**config.mk**
```make
export PLATFORM = sky130hd
export DESIGN_NAME = sdma_core
export DESIGN_NICKNAME = d
export VERILOG_FILES = /design/src/core/sdma_mcycle.v /design/src/core/sdma_core.v
export VERILOG_INCLUDE_DIRS = /design/src /design/src/shared
export SDC_FILE = /design/constraint.sdc
export NUM_CORES = 1
export LEC_CHECK = 0
export BUFFER_PORTS_ARGS = -buffer_cell sky130_fd_sc_hd__buf_4
export CELL_PAD_IN_SITES_DETAIL_PLACEMENT = 1
export CELL_PAD_IN_SITES_GLOBAL_PLACEMENT = 1
export CORE_MARGIN = 8
export CORE_UTILIZATION = 45
export DETAILED_ROUTE_END_ITERATION = 8
export PLACE_DENSITY_LB_ADDON = 0.1
export SYNTH_ARGS = -nofsm -noshare
export SYNTH_HDL_FRONTEND = slang
export SYNTH_SLANG_ARGS = --single-unit
```
**constraint.sdc**
```tcl
create_clock -name clk -period 3.8 [get_ports clk]
set_input_delay 0.38 -clock clk [delete_from_list [all_inputs] [get_ports clk]]
set_output_delay 0.38 -clock clk [all_outputs]
set_load 0.03 [all_outputs]
```
**src/shared/sdma_consts.vh**
```
/*
 * Constants of the stretched data memory access block: special function
 * register addresses, field positions, reset values, command codes and
 * machine cycle timing.
 * Assumes inclusion by bare name from the design files of this block.
 */
`ifndef SDMA_CONSTS_VH
`define SDMA_CONSTS_VH

// ------------------------------------------------------------------
// Special function register addresses
// ------------------------------------------------------------------
`define SDMA_ADDR_PTR0_LOW   8'h82
`define SDMA_ADDR_PTR0_HIGH  8'h83
`define SDMA_ADDR_PTR1_LOW   8'h84
`define SDMA_ADDR_PTR1_HIGH  8'h85
`define SDMA_ADDR_PTR_SELECT 8'h86
`define SDMA_ADDR_CLOCK_CTRL 8'h8E

// ------------------------------------------------------------------
// Field positions and reset values
// ------------------------------------------------------------------
`define SDMA_STRETCH_MSB     2
`define SDMA_STRETCH_LSB     0
`define SDMA_TIMER_MSB       5
`define SDMA_TIMER_LSB       3
`define SDMA_SELECT_BIT      0
`define SDMA_CLOCK_CTRL_RST  8'h01
`define SDMA_PTR_SELECT_RST  8'h00
`define SDMA_PTR_RST         16'h0000

// ------------------------------------------------------------------
// Sequencer command codes
// ------------------------------------------------------------------
`define SDMA_OP_FETCH        3'h0
`define SDMA_OP_READ         3'h1
`define SDMA_OP_WRITE        3'h2
`define SDMA_OP_INC          3'h3
`define SDMA_OP_LOAD         3'h4

// ------------------------------------------------------------------
// Machine cycle timing, in core clocks except the base move length, in machine cycles
// ------------------------------------------------------------------
`define SDMA_MCYCLE_CLKS     4
`define SDMA_PHASE_LAST      2'h3
`define SDMA_BASE_MCYCLES    2
`define SDMA_FAST_STROBE     2
`define SDMA_FAST_START      6'h05
`define SDMA_SLOW_START      6'h04
`define SDMA_ADDR_CLKS       6'h02

`endif

```
**src/core/sdma_mcycle.v**
```verilog
/*
 * Machine cycle phase generator: a free running four-clock phase count
 * and one address latch enable pulse per machine cycle.
 * Assumes one core clock and an asynchronous active low reset.
 */
`timescale 1ns/10ps
`include "sdma_consts.vh"

module sdma_mcycle (
  input  wire       clk,    // Core clock
  input  wire       rst_n,  // Asynchronous reset, active low
  output reg  [1:0] phase,  // Clock within the machine cycle
  output reg        ale     // Address latch enable, high in phase 0
);

  // ------------------------------------------------------------------
  // Phase count and latch enable
  // ------------------------------------------------------------------

  // Four clocks per machine cycle, ALE once per cycle
  always @(posedge clk or negedge rst_n) begin
    if (!rst_n) begin
      phase <= 2'h0;
      ale   <= 1'b0;
    end else begin
      phase <= phase + 2'h1;
      ale   <= (phase == `SDMA_PHASE_LAST);
    end
  end

endmodule // sdma_mcycle

```
**src/core/sdma_core.v**
```verilog
/*
 * Stretched data memory access core: external bus sequencing for program
 * fetches and external data moves, dual data pointers, pointer select and
 * clock control registers on the special function register port.
 * Assumes a sequencer on the same clock issuing one command at a time,
 * an external latch on the address low byte and pins resolved outside.
 */
`timescale 1ns/10ps
`include "sdma_consts.vh"

module sdma_core (
  input  wire        clk,         // Core clock
  input  wire        rst_n,       // Asynchronous reset, active low
  // Special function register port
  input  wire [7:0]  sfr_addr,    // Register address
  input  wire        sfr_wr,      // Write strobe
  input  wire        sfr_rd,      // Read strobe
  input  wire [7:0]  sfr_wdata,   // Write data
  output reg  [7:0]  sfr_rdata,   // Read data, one clock after sfr_rd
  // Sequencer command port
  input  wire        cmd_valid,   // Command offered
  input  wire [2:0]  cmd_op,      // Command code
  input  wire [15:0] cmd_addr,    // Fetch address or pointer load value
  input  wire [7:0]  cmd_wdata,   // Write data of a data move
  output reg         cmd_ready,   // Command taken in this clock if valid
  output reg  [7:0]  rd_data,     // Byte read from the bus
  output reg         rd_valid,    // Pulse: rd_data is new
  output reg         rd_code,     // rd_data came from a program fetch
  output reg         busy,        // Bus cycle in progress
  // External bus pins
  input  wire [7:0]  port0_in,    // Port 0 pin levels
  output reg  [7:0]  port0_out,   // Port 0 drive value
  output reg         port0_oe,    // Port 0 output enable
  output reg  [7:0]  port2_out,   // High address byte
  output reg         ale,         // Address latch enable
  output reg         psen_n,      // Program store enable, active low
  output reg         rd_n,        // Data read strobe, active low
  output reg         wr_n         // Data write strobe, active low
);

  // ------------------------------------------------------------------
  // States and declarations
  // ------------------------------------------------------------------
  localparam [1:0] ST_IDLE  = 2'h0;
  localparam [1:0] ST_FETCH = 2'h1;
  localparam [1:0] ST_MOVE  = 2'h2;
  localparam [7:0] CLOCK_CTRL_RST = `SDMA_CLOCK_CTRL_RST;
  localparam [7:0] PTR_SELECT_RST = `SDMA_PTR_SELECT_RST;

  reg  [1:0]  state;
  reg  [1:0]  next_state;
  reg  [5:0]  cnt;
  reg  [2:0]  move_stretch;
  reg         move_write;
  reg  [7:0]  move_data;
  reg  [15:0] bus_addr;
  reg  [15:0] ptr0;
  reg  [15:0] ptr1;
  reg         ptr_sel;
  reg  [2:0]  stretch;
  reg  [2:0]  timer_bits;
  reg  [7:0]  p0_sync1;
  reg  [7:0]  p0_sync2;
  reg  [1:0]  rd_dly;
  reg  [1:0]  code_dly;
  wire [1:0]  phase;
  wire        ale_next;
  wire        take;
  wire [15:0] ptr_cur;
  wire [5:0]  strobe_first;
  wire [5:0]  strobe_last;
  wire [5:0]  move_last;
  wire [1:0]  start_state;
  wire        starting;
  reg         next_psen_n;
  reg         next_rd_n;
  reg         next_wr_n;
  reg  [7:0]  next_p0;
  reg         next_oe;

  // ------------------------------------------------------------------
  // Timing functions
  // ------------------------------------------------------------------

  // Length of a data move in clocks, minus one
  function [5:0] move_end;
    input [2:0] s;
    begin
      move_end = ({3'h0, s} + 6'd`SDMA_BASE_MCYCLES) * 6'd`SDMA_MCYCLE_CLKS - 6'h01;
    end
  endfunction

  // First clock of the read or write strobe
  function [5:0] strobe_start;
    input [2:0] s;
    begin
      strobe_start = (s == 3'h0) ? `SDMA_FAST_START : `SDMA_SLOW_START;
    end
  endfunction

  // Strobe width in clocks
  function [5:0] strobe_width;
    input [2:0] s;
    begin
      strobe_width = (s == 3'h0) ? 6'd`SDMA_FAST_STROBE
                                 : {3'h0, s} * 6'd`SDMA_MCYCLE_CLKS;
    end
  endfunction

  // ------------------------------------------------------------------
  // Machine cycle phase
  // ------------------------------------------------------------------

  // Four-clock phase and one latch pulse per cycle
  sdma_mcycle u_mcycle (
    .clk   (clk),
    .rst_n (rst_n),
    .phase (phase),
    .ale   (ale_next)
  );

  // Latch enable taken straight from the phase generator's flop
  always @* begin
    ale = ale_next;
  end

  // ------------------------------------------------------------------
  // Derived terms
  // ------------------------------------------------------------------

  // Selected pointer drives every pointer operation
  assign ptr_cur      = ptr_sel ? ptr1 : ptr0;
  assign take         = cmd_valid && cmd_ready;
  // Stretch frozen at the move's start sets all its timing
  assign strobe_first = strobe_start(move_stretch);
  assign strobe_last  = strobe_first + strobe_width(move_stretch) - 6'h01;
  assign move_last    = move_end(move_stretch);
  // Bus cycle a taken command opens; pointer commands open none
  assign start_state  = (cmd_op == `SDMA_OP_FETCH) ? ST_FETCH :
                        (cmd_op == `SDMA_OP_READ || cmd_op == `SDMA_OP_WRITE) ? ST_MOVE :
                        ST_IDLE;
  assign starting     = take && (start_state != ST_IDLE);

  // ------------------------------------------------------------------
  // Bus sequencer
  // ------------------------------------------------------------------

  // Next state: commands start on a machine cycle boundary
  always @* begin
    next_state = state;
    case (state)
      ST_IDLE: begin
        if (take) begin
          next_state = start_state;
        end
      end
      ST_FETCH: begin
        if (cnt == 6'd3) begin
          next_state = take ? start_state : ST_IDLE;
        end
      end
      ST_MOVE: begin
        if (cnt == move_last) begin
          next_state = take ? start_state : ST_IDLE;
        end
      end
      default: begin
        next_state = ST_IDLE;
      end
    endcase
  end

  // State, clock count within the bus cycle, captured move parameters
  always @(posedge clk or negedge rst_n) begin
    if (!rst_n) begin
      state        <= ST_IDLE;
      cnt          <= 6'h00;
      move_stretch <= 3'h1;
      move_write   <= 1'b0;
      move_data    <= 8'h00;
      bus_addr     <= 16'h0000;
      busy         <= 1'b0;
      cmd_ready    <= 1'b0;
    end else begin
      state     <= next_state;
      busy      <= (next_state != ST_IDLE);
      // Ready in the last phase of an idle or closing machine cycle
      cmd_ready <= (phase == 2'h2) &&
                   ((state == ST_IDLE) ||
                    (state == ST_FETCH && cnt == 6'd2) ||
                    (state == ST_MOVE && cnt + 6'h01 == move_last));
      if (next_state == ST_IDLE || starting) begin
        cnt <= 6'h00;
      end else begin
        cnt <= cnt + 6'h01;
      end
      if (starting) begin
        // Stretch sampled per move, so a rewrite affects later moves
        move_stretch <= stretch;
        move_write   <= (cmd_op == `SDMA_OP_WRITE);
        move_data    <= cmd_wdata;
        if (cmd_op == `SDMA_OP_FETCH) begin
          bus_addr <= cmd_addr;
        end else begin
          bus_addr <= ptr_cur;
        end
      end
    end
  end

  // ------------------------------------------------------------------
  // Pin values
  // ------------------------------------------------------------------

  // Strobes and port 0 contents for the coming clock
  always @* begin
    next_psen_n = 1'b1;
    next_rd_n   = 1'b1;
    next_wr_n   = 1'b1;
    next_p0     = port0_out;
    next_oe     = 1'b0;
    case (next_state)
      ST_FETCH: begin
        // Fixed four-clock fetch, independent of the stretch
        if (starting) begin
          next_p0 = cmd_addr[7:0];
          next_oe = 1'b1;
        end else if (cnt == 6'h00) begin
          next_oe = 1'b1;
        end else begin
          next_psen_n = 1'b0;
        end
      end
      ST_MOVE: begin
        if (starting) begin
          next_p0 = ptr_cur[7:0];
          next_oe = 1'b1;
        end else if (cnt + 6'h01 < `SDMA_ADDR_CLKS) begin
          next_oe = 1'b1;
        end else begin
          // Write data held through the move, past the strobe's end
          next_p0 = move_write ? move_data : port0_out;
          next_oe = move_write;
          if (cnt + 6'h01 >= strobe_first &&
              cnt + 6'h01 <= strobe_last) begin
            next_rd_n = move_write;
            next_wr_n = !move_write;
          end
        end
      end
      default: begin
        next_psen_n = 1'b1;
      end
    endcase
  end

  // Registered pins
  always @(posedge clk or negedge rst_n) begin
    if (!rst_n) begin
      port0_out <= 8'h00;
      port0_oe  <= 1'b0;
      port2_out <= 8'h00;
      psen_n    <= 1'b1;
      rd_n      <= 1'b1;
      wr_n      <= 1'b1;
    end else begin
      port0_out <= next_p0;
      port0_oe  <= next_oe;
      psen_n    <= next_psen_n;
      rd_n      <= next_rd_n;
      wr_n      <= next_wr_n;
      // High address steady for the whole bus cycle
      if (starting && start_state == ST_FETCH) begin
        port2_out <= cmd_addr[15:8];
      end else if (starting) begin
        port2_out <= ptr_cur[15:8];
      end
    end
  end

  // ------------------------------------------------------------------
  // Read data capture
  // ------------------------------------------------------------------

  // Port 0 synchroniser and strobe delay of equal depth
  always @(posedge clk or negedge rst_n) begin
    if (!rst_n) begin
      p0_sync1 <= 8'h00;
      p0_sync2 <= 8'h00;
      rd_dly   <= 2'h0;
      code_dly <= 2'h0;
      rd_data  <= 8'h00;
      rd_valid <= 1'b0;
      rd_code  <= 1'b0;
    end else begin
      p0_sync1 <= port0_in;
      p0_sync2 <= p0_sync1;
      rd_dly   <= {rd_dly[0], !rd_n || !psen_n};
      code_dly <= {code_dly[0], !psen_n};
      // Last strobe clock's value survives, flagged as the strobe ends
      if (rd_dly[1]) begin
        rd_data <= p0_sync2;
        rd_code <= code_dly[1];
      end
      rd_valid <= rd_dly[1] && !rd_dly[0];
    end
  end

  // ------------------------------------------------------------------
  // Data pointers and control registers
  // ------------------------------------------------------------------

  // Pointers: sequencer increments and loads act on the selected one
  always @(posedge clk or negedge rst_n) begin
    if (!rst_n) begin
      ptr0 <= `SDMA_PTR_RST;
      ptr1 <= `SDMA_PTR_RST;
    end else begin
      if (sfr_wr && sfr_addr == `SDMA_ADDR_PTR0_LOW) begin
        ptr0[7:0] <= sfr_wdata;
      end
      if (sfr_wr && sfr_addr == `SDMA_ADDR_PTR0_HIGH) begin
        ptr0[15:8] <= sfr_wdata;
      end
      if (sfr_wr && sfr_addr == `SDMA_ADDR_PTR1_LOW) begin
        ptr1[7:0] <= sfr_wdata;
      end
      if (sfr_wr && sfr_addr == `SDMA_ADDR_PTR1_HIGH) begin
        ptr1[15:8] <= sfr_wdata;
      end
      // Sequencer pointer operation wins over a register write
      if (take && cmd_op == `SDMA_OP_INC) begin
        if (ptr_sel) begin
          ptr1 <= ptr1 + 16'h0001;
        end else begin
          ptr0 <= ptr0 + 16'h0001;
        end
      end else if (take && cmd_op == `SDMA_OP_LOAD) begin
        if (ptr_sel) begin
          ptr1 <= cmd_addr;
        end else begin
          ptr0 <= cmd_addr;
        end
      end
    end
  end

  // Select bit and clock control fields
  always @(posedge clk or negedge rst_n) begin
    if (!rst_n) begin
      ptr_sel    <= PTR_SELECT_RST[`SDMA_SELECT_BIT];
      stretch    <= CLOCK_CTRL_RST[`SDMA_STRETCH_MSB:`SDMA_STRETCH_LSB];
      timer_bits <= 3'h0;
    end else begin
      // Only bit 0 is stored, so an increment just flips it
      if (sfr_wr && sfr_addr == `SDMA_ADDR_PTR_SELECT) begin
        ptr_sel <= sfr_wdata[`SDMA_SELECT_BIT];
      end
      if (sfr_wr && sfr_addr == `SDMA_ADDR_CLOCK_CTRL) begin
        stretch    <= sfr_wdata[`SDMA_STRETCH_MSB:`SDMA_STRETCH_LSB];
        timer_bits <= sfr_wdata[`SDMA_TIMER_MSB:`SDMA_TIMER_LSB];
      end
    end
  end

  // Register read port; unmapped addresses read zero
  always @(posedge clk or negedge rst_n) begin
    if (!rst_n) begin
      sfr_rdata <= 8'h00;
    end else if (sfr_rd) begin
      case (sfr_addr)
        `SDMA_ADDR_PTR0_LOW:   sfr_rdata <= ptr0[7:0];
        `SDMA_ADDR_PTR0_HIGH:  sfr_rdata <= ptr0[15:8];
        `SDMA_ADDR_PTR1_LOW:   sfr_rdata <= ptr1[7:0];
        `SDMA_ADDR_PTR1_HIGH:  sfr_rdata <= ptr1[15:8];
        `SDMA_ADDR_PTR_SELECT: sfr_rdata <= {7'h00, ptr_sel};
        `SDMA_ADDR_CLOCK_CTRL: sfr_rdata <= {2'h0, timer_bits, stretch};
        default:               sfr_rdata <= 8'h00;
      endcase
    end
  end

endmodule // sdma_core

```
After elaboration in Yosys (flattened, before gate mapping)
Index checks and enable logic that the tools add are counted.
- word-level logic and storage cells: 143
- register bits: 122
- input bits: 56
- equality and inequality tests: 24
- reduce and logical (&&, ||, !) cells: 35
- magnitude comparators: 3
- mux-type cells: 45
- $add $sub $neg: 8
- operators with widths (cell ; count):
    $mux W16 ; 9
    $mux W8 ; 10
    $eq A8 B8 Y1 const B ; 6
    $pmux W8 S6 ; 1
    $add A16 B1 Y16 const B ; 2
    $logic_and A1 B1 Y1 ; 16
    $pmux W8 S2 ; 1
    $mux W1 ; 14
    $eq A6 B2 Y1 const B ; 2
    $eq A6 B6 Y1 ; 2
    $mux W2 ; 6
    $sub A6 B1 Y6 const B ; 2
    $eq A2 B2 Y1 const B ; 4
    $reduce_bool A2 Y1 ; 4
    $add A3 B5 Y6 ; 1
    $add A6 B1 Y6 const B ; 1
    $eq A2 B1 Y1 const B ; 3
    $eq A3 B2 Y1 const B ; 2
    $ge A6 B3 Y1 ; 1
    $le A6 B6 Y1 ; 1
    $logic_not A3 Y1 ; 2
    $logic_not A6 Y1 ; 1
    $lt A6 B2 Y1 const B ; 1
    $mux W6 ; 1
    13 further kinds ; 22

Depth between registers and ports, before layout
- depth after elaboration: 10
- mapped depth: 11
- mapped depth without buffers: 11

Cells and area by module
From an unflattened synthesis, not the netlist that was laid out.
- cell total of the unflattened synthesis: 755
- area total of the unflattened synthesis: 7235.7 um^2
- by module, submodules not included (module ; cells an instance ; area each (um^2) ; sequential area each (um^2) ; times used):
    sdma_core ; 750 ; 7144.4 ; 2984.1 ; 1
    sdma_mcycle ; 5 ; 91.3 ; 75.1 ; 1

Worst setup path after synthesis
OpenSTA, ideal clock, no wires.
- path kind: register to register
- from: reg cmd_ready
- to: reg wr_n
- stages on the path, launching flop included: 10
- period minus slack after synthesis: 2.932 ns
- library setup time: 0.100 ns
- setup slack: 0.868 ns
- data arrival time: 2.832 ns
- data required time: 3.700 ns
- path through: dfrtp_1 -> nand3b_1 -> a21oi_2 -> clkbuf_1 -> o21ai_0 -> a22oi_1 -> ha_1 -> clkbuf_1 -> nand2_1 -> or4b_2
- longest elaborated chain between the ends: 6
- ends and longest elaborated chain (item ; RTL line ; source):
    start: declaration ; sdma_core.v:25 ; output reg cmd_ready,
    start signal: assignment ; sdma_core.v:188 ; cmd_ready <= (phase == 2'h2) &&
    $logic_and A1 B1 Y1 (*) ; sdma_core.v:133 ; assign take = cmd_valid && cmd_ready;
    $mux W2 ; sdma_core.v:159, sdma_core.v:164 ;
    $mux W2, on equally long branches ; sdma_core.v:163, sdma_core.v:158 ;
    $pmux W2 S3 (*) ; sdma_core.v:151 ; case (state)
    net next_state[1] ; sdma_core.v:51 ; reg [1:0] next_state;
    $eq A2 B2 Y1 (*) ; sdma_core.v:222 ; case (next_state)
    $mux W1 (*) ; sdma_core.v:222 ;
    net next_wr_n ; sdma_core.v:77 ; reg next_wr_n;
    end signal: assignment ; sdma_core.v:271 ; wr_n <= next_wr_n;
    end: declaration ; sdma_core.v:38 ; output reg wr_n
Mark *: on every way through the listed nets, which the timed path passes. The rest lies on a longest branch.
A chain may end at the register's enable or synchronous reset.

Final worst setup path
- from: reg move_stretch[0]
- to: reg port0_out[0]
- longest elaborated chain between the ends: 8
- ends and longest elaborated chain (item ; RTL line ; source):
    start: declaration ; sdma_core.v:53 ; reg [2:0] move_stretch;
    start signal: assignment ; sdma_core.v:199 ; move_stretch <= stretch;
    $add A3 B2 Y4 (no source line) (*) ; n/a ;
    $sub A6 B1 Y6 (*) ; sdma_core.v:89 ; move_end = ({3'h0, s} + 6'd`SDMA_BASE_MCYCLES) * 6'd`SDMA_MCYCLE_CLKS - 6'h01;
    $eq A6 B6 Y1 (*) ; sdma_core.v:163 ; if (cnt == move_last) begin
    $mux W2 (*) ; sdma_core.v:163 ;
    $pmux W2 S3 (*) ; sdma_core.v:151 ;
    net next_state[1] ; sdma_core.v:51 ;
    $eq A2 B2 Y1 or $eq A2 B1 Y1 (tied branches) ; sdma_core.v:222 ;
    $ne A3 B3 Y1 (no source line) (tied with other cells) ; n/a ;
    $reduce_and A4 Y1 (no source line) ; n/a ;
    end signal: assignment ; sdma_core.v:267 ; port0_out <= next_p0;
    end: declaration ; sdma_core.v:32 ; output reg [7:0] port0_out,
Marks and branches as above.

==> metrics.md <==
| Metric | Value |
|---|---|
| Power density cells | `590.8 nW/µm²` |
| Total CTS buffers | `17` |
| Final Hold Viols | `0` |
| Layout cells sized above 1 | `23.61%` |
| Final period util | `88.38%` |
| Cells after Synth | `732` |
| Largest net degree at the start of global routing | `65` |
| GR Util All Layers | `24.21%` |
| Initial Util | `a little under half` |
| Post-Route WL | `23830 µm` |
| Clock root cell | `clkbuf_16` |
| Logic pwr share | `30.6%` |
| Pleak | `3.910 nW` |
| Flip-flop and latch count after synthesis | `approximately 120` |
| Most common cell after layout, fill and taps aside | `dfrtp_1` |
| Worst EP required | `4.11 ns` |
| Initial DRC Count | `451` |
| Run status | `finished, final reports clean` |
| Sw Pwr | `1.878 mW` |
| Largest cells by area after synthesis | `dfrtp_1, mux2_2, mux2i_1` |
| Vias in the first global route | `6608` |
| CP Launch Type | `flip-flop` |
| Core area | `between 15000 and 20000 µm²` |
| Cells along the critical path | `inv_1 > ha_1 > xnor2_1 > nand3_1 > o31ai_1 > a22oi_1 > ha_1 > buf_4 > nor2_1 > a21oi_1 > o41ai_4 > mux2_2` |
| Setup CP Type | `flip-flop to flip-flop` |
| Worst Max-Slew Pin Slew | `between 1 and 1.5 ns` |
| Min Tclk post-route | `3.358 ns` |
| RSZ-0062 raised after global routing | `no` |
| Syn_area_per_cell | `9.774 µm²` |
| Hold crit path type | `primary input to asynchronous set/reset pin` |
| Post-synth cell types | `70` |
| Worst-Skew Late Latency | `about 0.43 ns` |
| Reg power frac | `37.3%` |
| Hpwl dp | `17400 µm` |
| Main synth FF type | `dfrtp_1` |
| Setup Viol. Count Final | `0` |
| Routability cong. | `0.9027` |
| CP Data Arrival Time | `3.67 ns` |
| Cell Area, Synth | `7154 µm²` |
| CP Max Fanout | `11` |
| Global-route wire length before repair | `roughly 38000 µm` |
| Fillers | `1764` |
| Commonest cells after routing, fill and taps aside | `dfrtp_1, buf_4, nand2_1` |
| Post-DR vias/cell | `6.022` |
| TritonCTS Sinks | `roughly 120` |
| Fin. max-slew vios | `0` |
| Setup_tns | `0 ns` |
| Area leader, netlist | `dfrtp_1` |
| Clk buf depth | `2` |
| Antenna viol nets, final | `0` |
| Port bufs | `96` |
| Sw Ratio | `36.89%` |
| Hold Buf Count CTS | `0` |
| Int Pwr | `approximately 3.2 mW` |
| Most frequent CP cell | `ha_1` |
| Slowest cell on the critical path | `dfstp_2` |
| Diodes inserted | `0` |
| Buf/Inv on CP | `2` |
| Design area | `about 8600 µm²` |
| VDD IR max | `around 0.35 mV` |
| Drt wl/cell | `22.86 µm` |
| Cell family with most CP delay | `compound AO/OA/AOI/OAI gates` |
| Final WS setup | `roughly 0.44 ns` |
| Die width | `142.1 µm` |
| Max-cap viol count | `0` |
| Async SR Flop Fraction | `100.0%` |
| Pwr Total | `a little over 5 mW` |
| Synthesis-to-layout area growth | `20.46%` |
| Endpoint class of the critical path | `flip-flop` |
| Synth top area share | `40.92%` |
| Clock power share | `32.1%` |
| Critical Path Max Stage Delay | `0.61 ns` |
| Area after DPL | `8029 µm²` |
| Post-synth EDFFs | `0` |
| Normalized max-slew margin | `30.62%` |
| Post-CTS sizing | `0` |
| Die height | `142.1 µm` |
| Die area | `slightly above 20000 µm²` |
| Post-Place Cells | `about 1000` |
| Setup bufs post-CTS | `0` |
| Total vias in the final route | `around 6300` |
| 1st-pass router iterations | `5` |
| CTS tree | `yes` |
| Worst slack, placed | `0.4795 ns` |
| Fmax | `just under 0.3 GHz` |
| Final nets | `890` |
| Synth Warn # | `0` |
| DRC | `0` |
| Max H-tree Level | `4` |
| Post-Syn Nets | `809` |
| Post-synthesis sequential area ratio | `between 40% and 50%` |
| # rows | `46` |
| Worst Skew | `0.009672 ns` |
| Cell Count, Final, Fillers Out | `1042` |
| GRT overflow | `0` |
| CTS clk-pin slew, worst paths | `roughly 0.060 ns` |
| # IOs | `97` |
| Initial antenna violation count | `0` |
==> sequential cells by signal, indices dropped and copies added, names as in the netlist, 6 cells and up <==
signal,cells
cnt,6
move_data,8
p0_sync1,8
p0_sync2,8
port0_out,8
port2_out,8
ptr0,16
ptr1,16
rd_data,8
sfr_rdata,8
==> cells in the mapped netlist, types with 3 or more instances <==
| cell | number |
|---|---|
| nand2b_1 | 4 |
| and2_1 | 7 |
| xor2_1 | 16 |
| nand4_1 | 9 |
| a21oi_1 | 46 |
| a22o_1 | 13 |
| and3_1 | 12 |
| dfrtp_1 | 117 |
| and4_1 | 5 |
| dfstp_2 | 5 |
| o22ai_1 | 23 |
| nand3_1 | 19 |
| o21ai_0 | 34 |
| clkbuf_1 | 35 |
| xnor2_1 | 21 |
| a21o_1 | 5 |
| nor2_1 | 40 |
| nand2_1 | 70 |
| a31oi_1 | 5 |
| mux2i_1 | 40 |
| buf_2 | 3 |
| a32oi_1 | 6 |
| nor4_1 | 3 |
| mux2_2 | 39 |
| o2bb2ai_1 | 3 |
| buf_1 | 3 |
| inv_1 | 20 |
| a211oi_1 | 4 |
| nor2b_1 | 5 |
| nor3_1 | 21 |
| buf_6 | 3 |
| a22oi_1 | 31 |
| ha_1 | 21 |
==> path summary, 6_finish.rpt <==
check / startpoint / to / slack [ns] / cells past startpoint
worst max-delay path: move_stretch[0] / port0_out[0] / 0.44 / 12
worst min-delay path: rst_n / p0_sync2[7] / 0.04 / 1
worst max register to register: move_stretch[0] / port0_out[0] / 0.44 / 12
worst min register to register: code_dly[0] / code_dly[1] / 0.35 / 0
max in group asynchronous: rst_n / move_stretch[0] / 2.79 / 2
min in group clk: port0_in[5] / p0_sync1[5] / 0.06 / 1
==> final cells by class <==
cell class / count / area (µm²) / area share, %
clock buffer: 18 / 429.2 / 4.980
inverter: 20 / 75.07 / 0.8711
multi-input combinational: 545 / 3821 / 44.34
clock inverter: 14 / 160.2 / 1.858
sequential: 122 / 3059 / 35.50
tap: 216 / 270.3 / 3.136
timing repair buffer: 107 / 803.3 / 9.321
==> layer usage <==
layer	vias to the layer above	GRT usage [%]	wire (µm)
met2	216	36.57	10920
met3	41	4.730	1322
met1	3162	33.37	10990
met4	0	9.610	595
met5	-	0	0
li1	2856	-	-
==> power groups by stage <==
stage	logic, mW	registers [mW]	clock network, mW
2_1_floorplan	0.840	1.99	0
6_report	1.56	1.90	1.64
5_1_grt	1.69	1.93	1.71
4_1_cts	1.56	1.89	1.66
3_3_place_gp	1.49	1.88	0
3_5_place_dp	1.55	1.90	0
==> cell families after synthesis <==
group | Yosys count | share of synthesized area [%]
AO/OA/AOI/OAI | 192 | 17.73
XOR/XNOR | 38 | 4.757
adder cells (fa/ha/maj) | 21 | 3.673
buffers and inverters | 65 | 3.830
flip-flops | 122 | 42.76
multiplexers | 79 | 11.73
other | 1 | 0.05242
AND/OR/NAND/NOR | 214 | 15.46
==> worst reg2reg max path: stages (launching register included) <==
cell	delay, ns
dfstp_2	0.61
inv_1	0.11
ha_1	0.32
xnor2_1	0.24
nand3_1	0.12
o31ai_1	0.45
a22oi_1	0.23
ha_1	0.23
buf_4	0.18
nor2_1	0.12
a21oi_1	0.07
o41ai_4	0.16
mux2_2	0.41
==> stage by stage <==
stage / util, % / hold slack (ns)
floorplan: - / 0.08441
global placement: 51.10 / 0.3327
detailed placement: 51.10 / 0.3403
CTS: 54.85 / 0.04344
global route: 54.85 / 0.04603
finish: 54.85 / 0.03850
Power figures use the tool's default switching activity.
